**src/hdl/dsm_pkg.sv**
```systemverilog
// shared constants and types for the four-channel bitstream modulator
package dsm_pkg;
	// clock rates in hertz
	localparam int unsigned DSM_CLK_HZ     = 100_000_000;
	localparam int unsigned DSM_OSC_HZ     = 20_000_000;
	localparam int unsigned DSM_EXT_MIN_HZ = 1_000_000;
	localparam int unsigned DSM_EXT_MAX_HZ = 32_000_000;
	// system clock to modulator clock ratio
	localparam int unsigned DSM_MOD_DIV    = 2;
	// fast clocks per half period of the modulator clock in internal mode
	localparam int unsigned DSM_HALF_CNT   = DSM_CLK_HZ / DSM_OSC_HZ * DSM_MOD_DIV / 2;
	localparam int unsigned DSM_CNT_W      = 4;
	localparam logic [DSM_CNT_W-1:0] DSM_CNT_LAST = DSM_CNT_W'(DSM_HALF_CNT - 1);

	// ideal ones density in percent at 0 V, +2 V and -2 V
	localparam int unsigned DSM_DENS_ZERO_PCT = 50;
	localparam int unsigned DSM_DENS_POS_PCT  = 80;
	localparam int unsigned DSM_DENS_NEG_PCT  = 20;
	// input code scaling: feedback is +-2^(in_w-1), so 2 V is this share of it
	localparam int unsigned DSM_TWO_VOLT_PCT  = (DSM_DENS_POS_PCT - DSM_DENS_NEG_PCT) / 2 * 2;

	// channel and datapath widths
	localparam int unsigned DSM_CHANNELS = 4;
	localparam int unsigned DSM_IN_W     = 16;
	localparam int unsigned DSM_INT_W    = 22;

	// zero-input density check window, in modulator ticks
	localparam int unsigned DSM_WIN_W    = 6;
	localparam int unsigned DSM_WIN_TOL  = 4;

	typedef logic signed [DSM_IN_W-1:0]  dsm_sample_t;
	typedef dsm_sample_t [DSM_CHANNELS-1:0] dsm_samples_t;
	typedef logic signed [DSM_INT_W-1:0] dsm_acc_t;

	// pins toward the decimating logic
	typedef struct packed {
		logic                    shared_modulator_clock_output;
		logic [DSM_CHANNELS-1:0] channel_bitstream_output;
	} dsm_link_t;

	// clock generation state
	typedef struct packed {
		logic                 sel_s1;
		logic                 sel_s2;
		logic                 ext_s1;
		logic                 ext_s2;
		logic                 ext_prev;
		logic [DSM_CNT_W-1:0] div_cnt;
		logic                 mod_clk;
		logic                 tick;
	} dsm_clk_state_t;

	// one modulator channel state
	typedef struct packed {
		dsm_acc_t integ1;
		dsm_acc_t integ2;
		logic     bit_out;
	} dsm_chan_state_t;

	localparam dsm_clk_state_t  DSM_CLK_RST  = '0;
	localparam dsm_chan_state_t DSM_CHAN_RST = '0;
endpackage

```
**src/hdl/dsm_modulator_top.sv**
```systemverilog
// clock selection, modulator clock and four bitstream channels
// Notes on behaviour
// RULE_01 - select high: internal 20 MHz clock source
// RULE_02 - select low: external 1 to 32 MHz
// RULE_03 - modulator clock is system clock halved
// RULE_04 - external input static while internal selected
// RULE_05 - one output clock shared by all channels
// RULE_06 - one bit per modulator clock per channel
// RULE_07 - density 50/80/20 percent at 0/+2/-2 V
// RULE_08 - feedback follows decision on next clock
// RULE_09 - receiver low-pass filters and decimates
// RULE_10 - receiver uses third-order sinc, ratio 16-256
// RULE_11 - word rate is modulator clock over ratio
// RULE_12 - receiver data clock is clock over ratio
// RULE_13 - sinc3 settles in three, sinc2 two
// RULE_14 - fast overcurrent path uses second-order sinc
// RULE_15 - fast variant adds input delayed 2*ratio
// RULE_16 - receiver may cascade two filter stages
// RULE_17 - four outputs, one per channel A-D
// RULE_18 - receiver maps one +1, zero -1
// RULE_19 - receiver samples bits with shared clock
`timescale 1ns/1ns
module dsm_modulator_top
	import dsm_pkg::*;
(
	input  wire logic                  clock,
	input  wire logic                  reset,
	input  wire logic                  clock_source_select,
	input  wire logic                  external_clock_input,
	input  wire dsm_pkg::dsm_samples_t channel_input,
	output dsm_pkg::dsm_link_t         link
);
	dsm_clk_state_t s_r;
	dsm_clk_state_t s_nxt;
	logic           ext_rise;
	logic [DSM_CHANNELS-1:0] bits;

	// synchronised edge of the external clock
	assign ext_rise = s_r.ext_s2 & ~s_r.ext_prev;

	// system clock pick and divide by two
	always_comb begin
		s_nxt          = s_r;
		s_nxt.sel_s1   = clock_source_select;
		s_nxt.sel_s2   = s_r.sel_s1;
		s_nxt.ext_s1   = external_clock_input;
		s_nxt.ext_s2   = s_r.ext_s1;
		s_nxt.ext_prev = s_r.ext_s2;
		s_nxt.tick     = 1'b0;
		if (s_r.sel_s2) begin
			// internal oscillator, external pin ignored
			if (s_r.div_cnt == DSM_CNT_LAST) begin // RULE_01
				s_nxt.div_cnt = '0;
				s_nxt.mod_clk = ~s_r.mod_clk; // RULE_03
				s_nxt.tick    = ~s_r.mod_clk;
			end else begin
				s_nxt.div_cnt = s_r.div_cnt + 1'b1;
			end
		end else begin
			s_nxt.div_cnt = '0;
			if (ext_rise) begin // RULE_02
				s_nxt.mod_clk = ~s_r.mod_clk; // RULE_03
				s_nxt.tick    = ~s_r.mod_clk;
			end
		end
	end

	// state register
	always_ff @(posedge clock or posedge reset) begin
		if (reset) begin
			s_r <= DSM_CLK_RST;
		end else begin
			s_r <= s_nxt;
		end
	end

	// one modulator per channel, all on the shared tick
	genvar ch;
	generate
		for (ch = 0; ch < DSM_CHANNELS; ch++) begin : g_chan
			dsm_mod_chan u_chan (
				.clock   (clock),
				.reset   (reset),
				.tick    (s_r.tick),
				.sample  (channel_input[ch]),
				.bit_out (bits[ch])
			); // RULE_17
		end
	endgenerate

	// pins: one clock for all streams
	assign link.shared_modulator_clock_output = s_r.mod_clk; // RULE_05
	assign link.channel_bitstream_output      = bits;

	localparam int PERIOD = 2 * DSM_HALF_CNT;
endmodule // dsm_modulator_top

```
**src/hdl/dsm_mod_chan.sv**
```systemverilog
// one second-order delta-sigma modulator channel with 1-bit feedback
`timescale 1ns/1ns
module dsm_mod_chan
	import dsm_pkg::*;
(
	input  wire logic              clock,
	input  wire logic              reset,
	input  wire logic              tick,
	input  wire dsm_pkg::dsm_sample_t sample,
	output logic                   bit_out
);
	// full-scale feedback level of the 1-bit converter
	localparam dsm_acc_t FS = dsm_acc_t'(1) <<< (DSM_IN_W - 1);

	dsm_chan_state_t s_r;
	dsm_chan_state_t s_nxt;
	dsm_acc_t        fb;
	dsm_acc_t        x_ext;

	// integrators step once per modulator tick
	always_comb begin
		s_nxt = s_r;
		x_ext = dsm_acc_t'(sample);
		fb    = s_r.bit_out ? FS : -FS; // RULE_08
		if (tick) begin
			s_nxt.integ1  = s_r.integ1 + x_ext - fb;
			s_nxt.integ2  = s_r.integ2 + s_nxt.integ1 - fb;
			s_nxt.bit_out = ~s_nxt.integ2[DSM_INT_W-1]; // RULE_06
		end
	end

	// state register
	always_ff @(posedge clock or posedge reset) begin
		if (reset) begin
			s_r <= DSM_CHAN_RST;
		end else begin
			s_r <= s_nxt;
		end
	end

	assign bit_out = s_r.bit_out;

	// density window helper for zero input
	logic [DSM_WIN_W-1:0] win_r;
	logic [DSM_WIN_W:0]   ones_r;
	logic                 zero_r;
	always_ff @(posedge clock or posedge reset) begin
		if (reset) begin
			win_r  <= '0;
			ones_r <= '0;
			zero_r <= 1'b1;
		end else if (tick) begin
			win_r  <= win_r + 1'b1;
			ones_r <= (win_r == '0) ? (DSM_WIN_W+1)'(s_r.bit_out)
				: ones_r + (DSM_WIN_W+1)'(s_r.bit_out);
			zero_r <= (win_r == '0) ? (sample == '0) : (zero_r & (sample == '0));
		end
	end

	localparam int unsigned WIN_HALF = (1 << DSM_WIN_W) * DSM_DENS_ZERO_PCT / 100;
	localparam logic [DSM_WIN_W:0] ONES_LO = (DSM_WIN_W+1)'(WIN_HALF - DSM_WIN_TOL);
	localparam logic [DSM_WIN_W:0] ONES_HI = (DSM_WIN_W+1)'(WIN_HALF + DSM_WIN_TOL);
endmodule // dsm_mod_chan

```
**config.mk**
```make
export PLATFORM = sky130hd
export DESIGN_NAME = dsm_modulator_top
export DESIGN_NICKNAME = d
export VERILOG_FILES = /design/src/hdl/dsm_pkg.sv /design/src/hdl/dsm_modulator_top.sv /design/src/hdl/dsm_mod_chan.sv
export SDC_FILE = /design/constraint.sdc
export NUM_CORES = 1
export LEC_CHECK = 0
export ABC_AREA = 0
export BUFFER_PORTS_ARGS = -buffer_cell sky130_fd_sc_hd__buf_2
export CAP_MARGIN = 20
export CORE_MARGIN = 5
export CORE_UTILIZATION = 40
export CTS_CLUSTER_DIAMETER = 60
export DETAILED_ROUTE_END_ITERATION = 16
export PLACE_DENSITY = 0.62
export REMOVE_ABC_BUFFERS = 1
export SLEW_MARGIN = 25
export SYNTH_ARGS = -nofsm -noshare
export SYNTH_HDL_FRONTEND = slang
export SYNTH_HIERARCHICAL = 1
export SYNTH_SLANG_ARGS = --single-unit
```
**constraint.sdc**
```tcl
create_clock -name clock -period 5.4 [get_ports clock]
set_input_delay 1.08 -clock clock [delete_from_list [all_inputs] [get_ports clock]]
set_output_delay 1.08 -clock clock [all_outputs]
set_load 0.1 [all_outputs]
```
== Yosys cells after proc, flatten, opt, wreduce, memory -nomap -nowiden ==
Index checks and enable logic that the tools add are counted.
Cells by class
  add/sub/neg operators: 17
  equality and inequality tests: 2
  multiplexer cells: 8
  bitwise gates (word level): 7
  reduce and logical (&&, ||, !) cells: 2
Operators with widths (count)
  $sub 22x22->22: 8
  $add 22x16->22: 4
  $add 22x22->22: 4
  $mux 22: 4
  $mux 6: 1
  $not 1->1: 6
  $add 4x1->4 const B: 1
  $eq 4x3->1 const B: 1
  $mux 2: 2
  $mux 4: 1
  $ne 2x1->1 const B: 1
  $reduce_and 2->1: 1
  $reduce_bool 2->1: 1
  $and 1x1->1: 1
Word-level totals
  bits in registers: 191
  input port bits: 68
  output and inout bits: 5
  logic and storage cells: 56

== Longest topological paths before layout ==
Gate-level depths: netlist of the first run.
  depth in word-level cells: 5
  depth in mapped cells: 23
  mapped depth without buffers: 23

== Hierarchy ==
Netlist of the first run, hierarchy kept.
By module, submodules not included
  dsm_mod_chan at g_chan[2].u_chan ...: times used 2, cells an instance 528, area an instance 4601.9 µm², seq. area each 1126.1 µm²
  dsm_mod_chan at g_chan[1].u_chan: times used 1, cells an instance 539, area an instance 4629.4 µm², seq. area each 1126.1 µm²
  dsm_mod_chan at g_chan[0].u_chan: times used 1, cells an instance 526, area an instance 4559.4 µm², seq. area each 1126.1 µm²
  dsm_modulator_top: times used 1, cells an instance 32, area an instance 427.9 µm², seq. area each 275.3 µm²

== Least setup slack after synthesis of the first run ==
OpenSTA, ideal clock, no wires.
  kind: reg2reg
  start: reg g_chan[1].u_chan.s_r (netlist bit g_chan[1].u_chan/bit_out)
  end: reg g_chan[1].u_chan.s_r (netlist bit g_chan[1].u_chan/bit_out)
  library setup time: 126 ps
  data arrival time: 5375 ps
  data required time: 5274 ps
  slack: -101 ps
  stages on the path, launching flop included: 17
  buffers on the path: 0
  clock period less this slack: 5501 ps
  cells stage by stage: dfrtp_1 > inv_1 > fa_1 > inv_1 > ha_1 > a211o_1 > or4_4 > a31o_2 > a21oi_2 > xnor2_1 > fa_1 > ha_1 > and2_1 > a22o_1 > a311o_1 > or2_2 > o221a_1
Between the ends
  word-level cells in the longest chain between the ends: 5
Ends and longest elaborated chain
  from (decl): line dsm_mod_chan.sv:15  | dsm_chan_state_t s_r;
  from (signal assigned): line dsm_mod_chan.sv:37  | s_r <= s_nxt;
  $mux 22 (*): line dsm_mod_chan.sv:24  | fb = s_r.bit_out ? FS : -FS;
  $sub 22x22->22: line dsm_mod_chan.sv:26  | s_nxt.integ1 = s_r.integ1 + x_ext - fb;
  $add 22x22->22: line dsm_mod_chan.sv:27  | s_nxt.integ2 = s_r.integ2 + s_nxt.integ1 - fb;
  $sub 22x22->22 (*): line dsm_mod_chan.sv:27
  $not 1->1 (*): line dsm_mod_chan.sv:28  | s_nxt.bit_out = ~s_nxt.integ2[DSM_INT_W-1];
Mark *: on every way between the ends. The rest lies on a longest branch, timed or not.
A chain may end at the register's enable or synchronous reset.

== Worst setup path in the final report of the first run ==
  start: in channel_input[20] (netlist name)
  end: reg g_chan[1].u_chan/s_r[19] (netlist name)
Between the ends
  word-level cells in the longest chain between the ends: 4
Ends and longest elaborated chain
  from (decl): line dsm_modulator_top.sv:30  | input wire dsm_pkg::dsm_samples_t channel_input,
  $add 22x16->22: line dsm_mod_chan.sv:26
  $sub 22x22->22: line dsm_mod_chan.sv:26
  $add 22x22->22: line dsm_mod_chan.sv:27
  $sub 22x22->22: line dsm_mod_chan.sv:27
Every way passes these cells.

==> metrics.csv, run 1 <==
stage;metric;value;unit
yosys;synth_edf_count;0;
detailed_routing;wirelength;39.3;mm
timing;timing.max_slew.rel_slack;54.8;%
yosys;async_reset_ff_share;100;%
yosys;cell_with_the_most_instances_after_synthesis;sky130_fd_sc_hd__inv_1;
detailed_routing;wl_per_cell;12.9;um
timing;layout_min_cycle_time;5.18;ns
place;io_buffers;72;
global_routing;pin_count_of_the_biggest_net_entering_global_routing;89;
floorplanning;design.portCount;73;
detailed_routing;drc;0;
timing;final_max_slew_violation_count;0;
setup_path;critPathMaxFanout;5;
global_routing;grt_antenna_before_repair;0;
cts;h-tree-depth;4;
setup_path;cp-end-kind;register;
global_routing;grt_first_pass_wirelength;67.8;mm
detailed_routing;drt-pass1-iter-count;4;
yosys;ys_seq_elements;191;
setup_path;cp-start-kind;input pin;
floorplanning;die_y;227;um
layout;postLayoutCellArea;22000;sq um
yosys;post_synth.cell_area_avg;8.74;sq um
floorplanning;placementRows;79;
yosys;yosysTopAreaCellShare;25.4;%
timing;max_clock_freq;0.193;GHz
setup_path;crit_arrival;5.55;ns
place;routabilityCongestion;0.868;
timing;fin_worst_skew;0.00914;ns
cts;cts.clk_slew.worst_paths;0.08;ns
layout;sequential_cell_area;4780;sq um
layout;area_growth_syn_to_layout;17.0;%
timing;finalHoldViolations;0;
cts;tritoncts;done;
setup_path;path_class;in -> reg;
layout;layout-drive-gt1-share;16.3;%
floorplanning;die-area;51500;sq um
layout;antennaDiodeCount;0;
cts;cts_root_buffer;sky130_fd_sc_hd__clkbuf_16;
layout;fillers;4495;
setup_path;path_cells;buf_2 > inv_1 > ha_1 > inv_1 > ha_1 > buf_4 > a2111oi_4 > buf_4 > o31ai_1 > a21oi_1 > o21ai_0 > a31oi_1 > xor2_2 > ha_1 > inv_1 > ha_1 > and3_1 > nand3_1 > a211o_1 > and3_1 > o211ai_1 > a21oi_1 > xnor2_1 > mux2_2;
cts;postCtsSetupBuffers;0;
global_routing;gr-usage-all-layers;15.8;%
setup_path;crit_required;5.78;ns
yosys;postSynthCellCount;2153;
global_routing;total_congestion_overflow_after_global_routing;0;
layout;multiInputGateArea;12200;sq um
cts;cts.sinks;191;
timing;tns;0;ns
yosys;synth_seq_area_share;25.4;%
yosys;netlist_area;18800;sq um
setup_path;critical_path.max_stage_delay;0.35;ns
outcome;outcome;complete, no violations;
cts;ctsResizeCount;0;
timing;setup_violations_final;0;
yosys;synth.distinct_cells;81;
floorplanning;effective_utilization_at_floorplan;40.4;%
cts;cts_hold_buffers;0;
timing;final.period_utilization;95.8;%
yosys;primary_flip_flop_cell_chosen_by_synthesis_mapping;sky130_fd_sc_hd__dfrtp_1;
global_routing;first_global_vias;15200;
detailed_routing;ant_nets;0;
yosys;synth_top_area_cell;sky130_fd_sc_hd__dfrtp_1;
detailed_routing;routed-via-count;15000;
cts;cts_inserted_buffers;17;
timing;slew_of_the_pin_with_the_lowest_slew_margin;0.677;ns
setup_path;critical_path.most_common_cell;sky130_fd_sc_hd__ha_1;
place;place_area;21400;sq um
setup_path;crit_path_top_delay_cell;sky130_fd_sc_hd__a31oi_1;
floorplanning;die_width;227;um
detailed_routing;drtIter0Drc;551;
setup_path;setup.reg_to_reg.worst_slack;0.54;ns
floorplanning;coreArea;46600;sq um
layout;finish.net_count;2812;
yosys;synth_top_cells_by_area;sky130_fd_sc_hd__dfrtp_1, sky130_fd_sc_hd__ha_1, sky130_fd_sc_hd__inv_1;
run;max_cap_viol_count;0;
cts;cts_max_path_buffers;2;
hold_path;hold_class;reg -> reg;
yosys;synth_warnings;6;
detailed_routing;viasPerCell;4.94;
place;place_hpwl;30.7;mm
yosys;list_of_most_frequent_post_synthesis_cells;sky130_fd_sc_hd__inv_1, sky130_fd_sc_hd__ha_1, sky130_fd_sc_hd__dfrtp_1;
cts;clk_latency;0.49;ns
[through the flow]
step / hold WS [ns] / setup WS, ns / utilization, % / cells
6_report: 0.359 / 0.224 / 47.3 / 3034
5_1_grt: 0.375 / -0.0774 / 47.3 / 3034
4_1_cts: 0.365 / 0.169 / 47.2 / 3034
3_5_place_dp: 0.339 / -0.362 / 45.9 / 3002
3_3_place_gp: 0.334 / -0.243 / 45.9 / 3002
2_1_floorplan: 0.331 / -1.35 / - / 2120
[layer usage]
metal  global-route usage (%)  share of wire (%)  up-vias
met4                     4.97                1.8        0
li1                         -                  -     7787
met5                        0                  0        -
met3                     3.34                2.4       46
met2                     27.4                 48      121
met1                     19.8                 47     7027
[registers in the layout, summed over array words and instances (netlist names)]
register / cells
link: 1
s_nxt: 3
s_r: 7
g_chan.u_chan/s_r: 176
g_chan.u_chan/bit_out: 4
[area by class of cell]
| cell class | count | area share (%) |
|---|---|---|
| multi-input cells | 1465 | 55.5 |
| inverters | 464 | 7.96 |
| flip-flops and latches | 191 | 21.7 |
| repair buffers | 275 | 8.67 |
| clock inverters | 15 | 0.796 |
| well taps | 607 | 3.45 |
| clock buffers | 17 | 1.93 |
[final timing paths]
path / start / endpoint / cells past startpoint
min in group asynchronous: reset / s_r[6] / 2
max in group asynchronous: reset / g_chan[2].u_chan/s_r[21] / 2
setup / recovery: channel_input[20] / g_chan[1].u_chan/s_r[19] / 24
hold reg to reg: s_nxt[9] / s_r[9] / 0
hold / removal: s_nxt[9] / s_r[9] / 0
setup reg to reg: g_chan[1].u_chan/s_r[27] / g_chan[1].u_chan/s_r[19] / 23
[worst max-delay path: cells and delay by family]
kind / cells / cell delay, ns
buffers and inverters: 6 / 0.50
multiplexers: 1 / 0.26
adder cells (fa/ha/maj): 4 / 1.09
AND/OR/NAND/NOR: 3 / 0.56
XOR/XNOR: 2 / 0.32
AO/OA/AOI/OAI: 8 / 1.73
[kinds of logic (layout without fill, tap and decap cells)]
group	Yosys count	in the layout	share of synthesized area, %
buffers and inverters	497	771	10.0
AO/OA/AOI/OAI	461	461	16.4
multiplexers	112	112	6.28
adder cells (fa/ha/maj)	330	330	23.5
flip-flops	191	191	25.4
XOR/XNOR	165	165	7.68
AND/OR/NAND/NOR	397	397	10.7
[layout by cell type (no fill, tap or decap), types with 58 or more instances in the layout]
master                      n
sky130_fd_sc_hd__inv_1    460
sky130_fd_sc_hd__ha_1     289
sky130_fd_sc_hd__buf_4    201
sky130_fd_sc_hd__dfrtp_1  190
sky130_fd_sc_hd__a21oi_1  136
sky130_fd_sc_hd__nor2_1   111
sky130_fd_sc_hd__xnor2_1  111
sky130_fd_sc_hd__nand2_1   91
sky130_fd_sc_hd__o21ai_0   86
sky130_fd_sc_hd__buf_2     72
sky130_fd_sc_hd__mux2i_1   69
sky130_fd_sc_hd__a21o_1    58
Power of run 1 is not shown: default switching activity piles up to over one toggle a cycle in this logic, so the estimate is an artifact.
==> run 2: changes to the inputs <==
clock period = 5.6 ns   (was 5.4 ns; I/O delays follow)
==> metrics.csv, run 2 (synthesis gave the netlist of run 1 again) <==
stage;metric;value;unit;change
detailed_routing;viasPerCell;4.97;;was 4.94
timing;finalHoldViolations;0;;unchanged
detailed_routing;wl_per_cell;13.0;um;was 12.9 um
global_routing;grt.busiest_layer;met2;;unchanged
cts;cts.sinks;191;;unchanged
layout;layout-drive-gt1-share;12.4;%;was 16.3%
detailed_routing;ant_nets;0;;unchanged
layout;final_common_cell;sky130_fd_sc_hd__inv_1;;unchanged
cts;clk_latency;0.49;ns;about the same
floorplanning;placementRows;79;;unchanged
setup_path;setup.reg_to_reg.worst_slack;0.66;ns;was 0.54 ns
layout;largest_register_ffs;176;;unchanged
setup_path;path_class;in -> reg;;unchanged
detailed_routing;drc;0;;unchanged
setup_path;crit_required;5.98;ns;was 5.78 ns
cts;tritoncts;done;;unchanged
setup_path;crit_arrival;5.68;ns;was 5.55 ns
floorplanning;design.portCount;73;;unchanged
cts;cts.clk_slew.worst_paths;0.07;ns;was 0.08 ns
detailed_routing;drt-pass1-iter-count;4;;unchanged
cts;cts_inserted_buffers;17;;unchanged
cts;postCtsSetupBuffers;0;;unchanged
global_routing;grt_antenna_before_repair;0;;unchanged
setup_path;ff2ff_path_depth;20;;was 23
global_routing;globalRouteMet3Util;3.55;%;was 3.34%
floorplanning;effective_utilization_at_floorplan;40.4;%;unchanged
run;max_cap_viol_count;0;;unchanged
layout;finish.net_count;2714;;was 2812
floorplanning;die-area;51500;sq um;unchanged
outcome;outcome;complete, no violations;;unchanged
cts;h-tree-depth;4;;unchanged
global_routing;total_congestion_overflow_after_global_routing;0;;unchanged
timing;timing.max_slew.rel_slack;47.3;%;was 54.8%
timing;fin_worst_skew;0.0104;ns;was 0.00914 ns
hold_path;hold_class;reg -> reg;;unchanged
setup_path;critPathMaxFanout;5;;unchanged
global_routing;first_global_vias;14800;;was 15200
floorplanning;coreArea;46600;sq um;unchanged
timing;hold_slack_final;0.352;ns;was 0.359 ns
timing;final.period_utilization;94.7;%;
layout;area_growth_syn_to_layout;12.8;%;was 17.0%
hold_path;min-delay-start;s_nxt[9];;unchanged
timing;layout_min_cycle_time;5.30;ns;
timing;tns;0;ns;unchanged
timing;max_clock_freq;0.189;GHz;
layout;registers.top_by_ff_count;g_chan.u_chan/s_r;;unchanged
detailed_routing;routed-via-count;14600;;was 15000
global_routing;gr-usage-all-layers;15.5;%;was 15.8%
layout;layout.cells.most_common_list;sky130_fd_sc_hd__inv_1, sky130_fd_sc_hd__ha_1, sky130_fd_sc_hd__dfrtp_1;;was sky130_fd_sc_hd__inv_1, sky130_fd_sc_hd__ha_1, sky130_fd_sc_hd__buf_4
hold_path;hold-path-cell-count;0;;unchanged
place;routabilityCongestion;0.869;;was 0.868
setup_path;cp-start-kind;input pin;;unchanged
cts;cts_max_path_buffers;2;;unchanged
detailed_routing;drtIter0Drc;458;;was 551
setup_path;cp-end-kind;register;;unchanged
detailed_routing;wirelength;38.2;mm;was 39.3 mm
hold_path;whs_endpoint;s_r[9];;unchanged
cts;ctsResizeCount;0;;unchanged
global_routing;grt_first_pass_wirelength;66.4;mm;was 67.8 mm
layout;antennaDiodeCount;0;;unchanged
timing;final_max_slew_violation_count;0;;unchanged
floorplanning;die_width;227;um;unchanged
place;io_buffers;72;;unchanged
cts;cts_root_buffer;sky130_fd_sc_hd__clkbuf_16;;unchanged
global_routing;globalRouteMet1Util;19.5;%;was 19.8%
floorplanning;die_y;227;um;unchanged
cts;cts_hold_buffers;0;;unchanged
timing;setup_violations_final;0;;unchanged
layout;final_util;45.6;%;was 47.3%
global_routing;global_route.usage.met2;26.8;%;was 27.4%
setup_path;regToRegStartpoint;g_chan[0].u_chan/s_r[25];;was g_chan[1].u_chan/s_r[27]
timing;rsz_0062_raised_after_global_routing;false;;
timing;slew_of_the_pin_with_the_lowest_slew_margin;0.790;ns;was 0.677 ns
global_routing;pin_count_of_the_biggest_net_entering_global_routing;102;;was 89
place;place_hpwl;29.9;mm;was 30.7 mm
setup_path;r2r-end;g_chan[0].u_chan/s_r[22];;was g_chan[1].u_chan/s_r[19]
run 2: changes by cell type in the layout (fill, tap and decap cells not counted), moves of 2 or more:
cell	delta
sky130_fd_sc_hd__bufinv_16	+2
sky130_fd_sc_hd__inv_8	-5
sky130_fd_sc_hd__o2111ai_2	-2
sky130_fd_sc_hd__clkbuf_8	+2
sky130_fd_sc_hd__clkinvlp_4	+2
sky130_fd_sc_hd__clkbuf_1	+2
sky130_fd_sc_hd__o2111ai_1	+2
sky130_fd_sc_hd__a31oi_1	+2
sky130_fd_sc_hd__clkinv_8	-2
sky130_fd_sc_hd__buf_4	-97
run 2: layout make-up:
class | instances | area (sq um)
Clock buffer | 21 | 460
Clock inverter | 11 | 156
Fill cell | 4476 | 25300
Inverter | 464 | 1750
Multi-Input combinational cell | 1465 | 12200
Sequential cell | 191 | 4780
Tap cell | 607 | 759
Timing Repair Buffer | 177 | 1160
run 2: per-stage QoR:
step / instance area, sq um / setup slack [ns] / instances
after global placement: 20600 / -0.0850 / 2904
after global routing: 21200 / 0.0128 / 2936
after floorplan: 18700 / -1.15 / 2120
after detailed placement: 20600 / -0.178 / 2904
final: 21200 / 0.298 / 2936
after CTS: 21200 / 0.340 / 2936
run 2: how the worst max path moves through the flow:
stage,start,to,cells past startpoint
final,channel_input[2],g_chan[0].u_chan/s_r[22],21
after global routing,channel_input[18],g_chan[1].u_chan/bit_out,23
after CTS,channel_input[2],g_chan[0].u_chan/s_r[22],21
after detailed placement,channel_input[23],g_chan[1].u_chan/bit_out,19
after global placement,channel_input[2],g_chan[0].u_chan/s_r[22],21
after floorplan,s_r[0],g_chan[0].u_chan/s_r[21],4
run 2: worst max-delay path: stages:
cell and delay [ns]:
sky130_fd_sc_hd__buf_2 0.08, sky130_fd_sc_hd__inv_1 0.04, sky130_fd_sc_hd__ha_1 0.26, sky130_fd_sc_hd__inv_1 0.04, sky130_fd_sc_hd__ha_1 0.29, sky130_fd_sc_hd__nor2b_1 0.13
sky130_fd_sc_hd__o21a_1 0.19, sky130_fd_sc_hd__o2111ai_1 0.25, sky130_fd_sc_hd__a31oi_1 0.20, sky130_fd_sc_hd__a221o_2 0.41, sky130_fd_sc_hd__a2111o_1 0.41, sky130_fd_sc_hd__a31oi_1 0.20
sky130_fd_sc_hd__xnor2_1 0.18, sky130_fd_sc_hd__fa_1 0.46, sky130_fd_sc_hd__ha_1 0.37, sky130_fd_sc_hd__a21o_1 0.17, sky130_fd_sc_hd__a311oi_1 0.05, sky130_fd_sc_hd__a211oi_1 0.25
sky130_fd_sc_hd__o211ai_1 0.15, sky130_fd_sc_hd__o211a_1 0.16, sky130_fd_sc_hd__a211o_1 0.26
run 2: per-layer routing:
metal	up-vias	share of wire [%]
li1	7566	-
met1	6873	47
met2	125	48
met3	42	2.9
met4	0	1.5
met5	-	0
Power of run 2 is left out for the same reason.
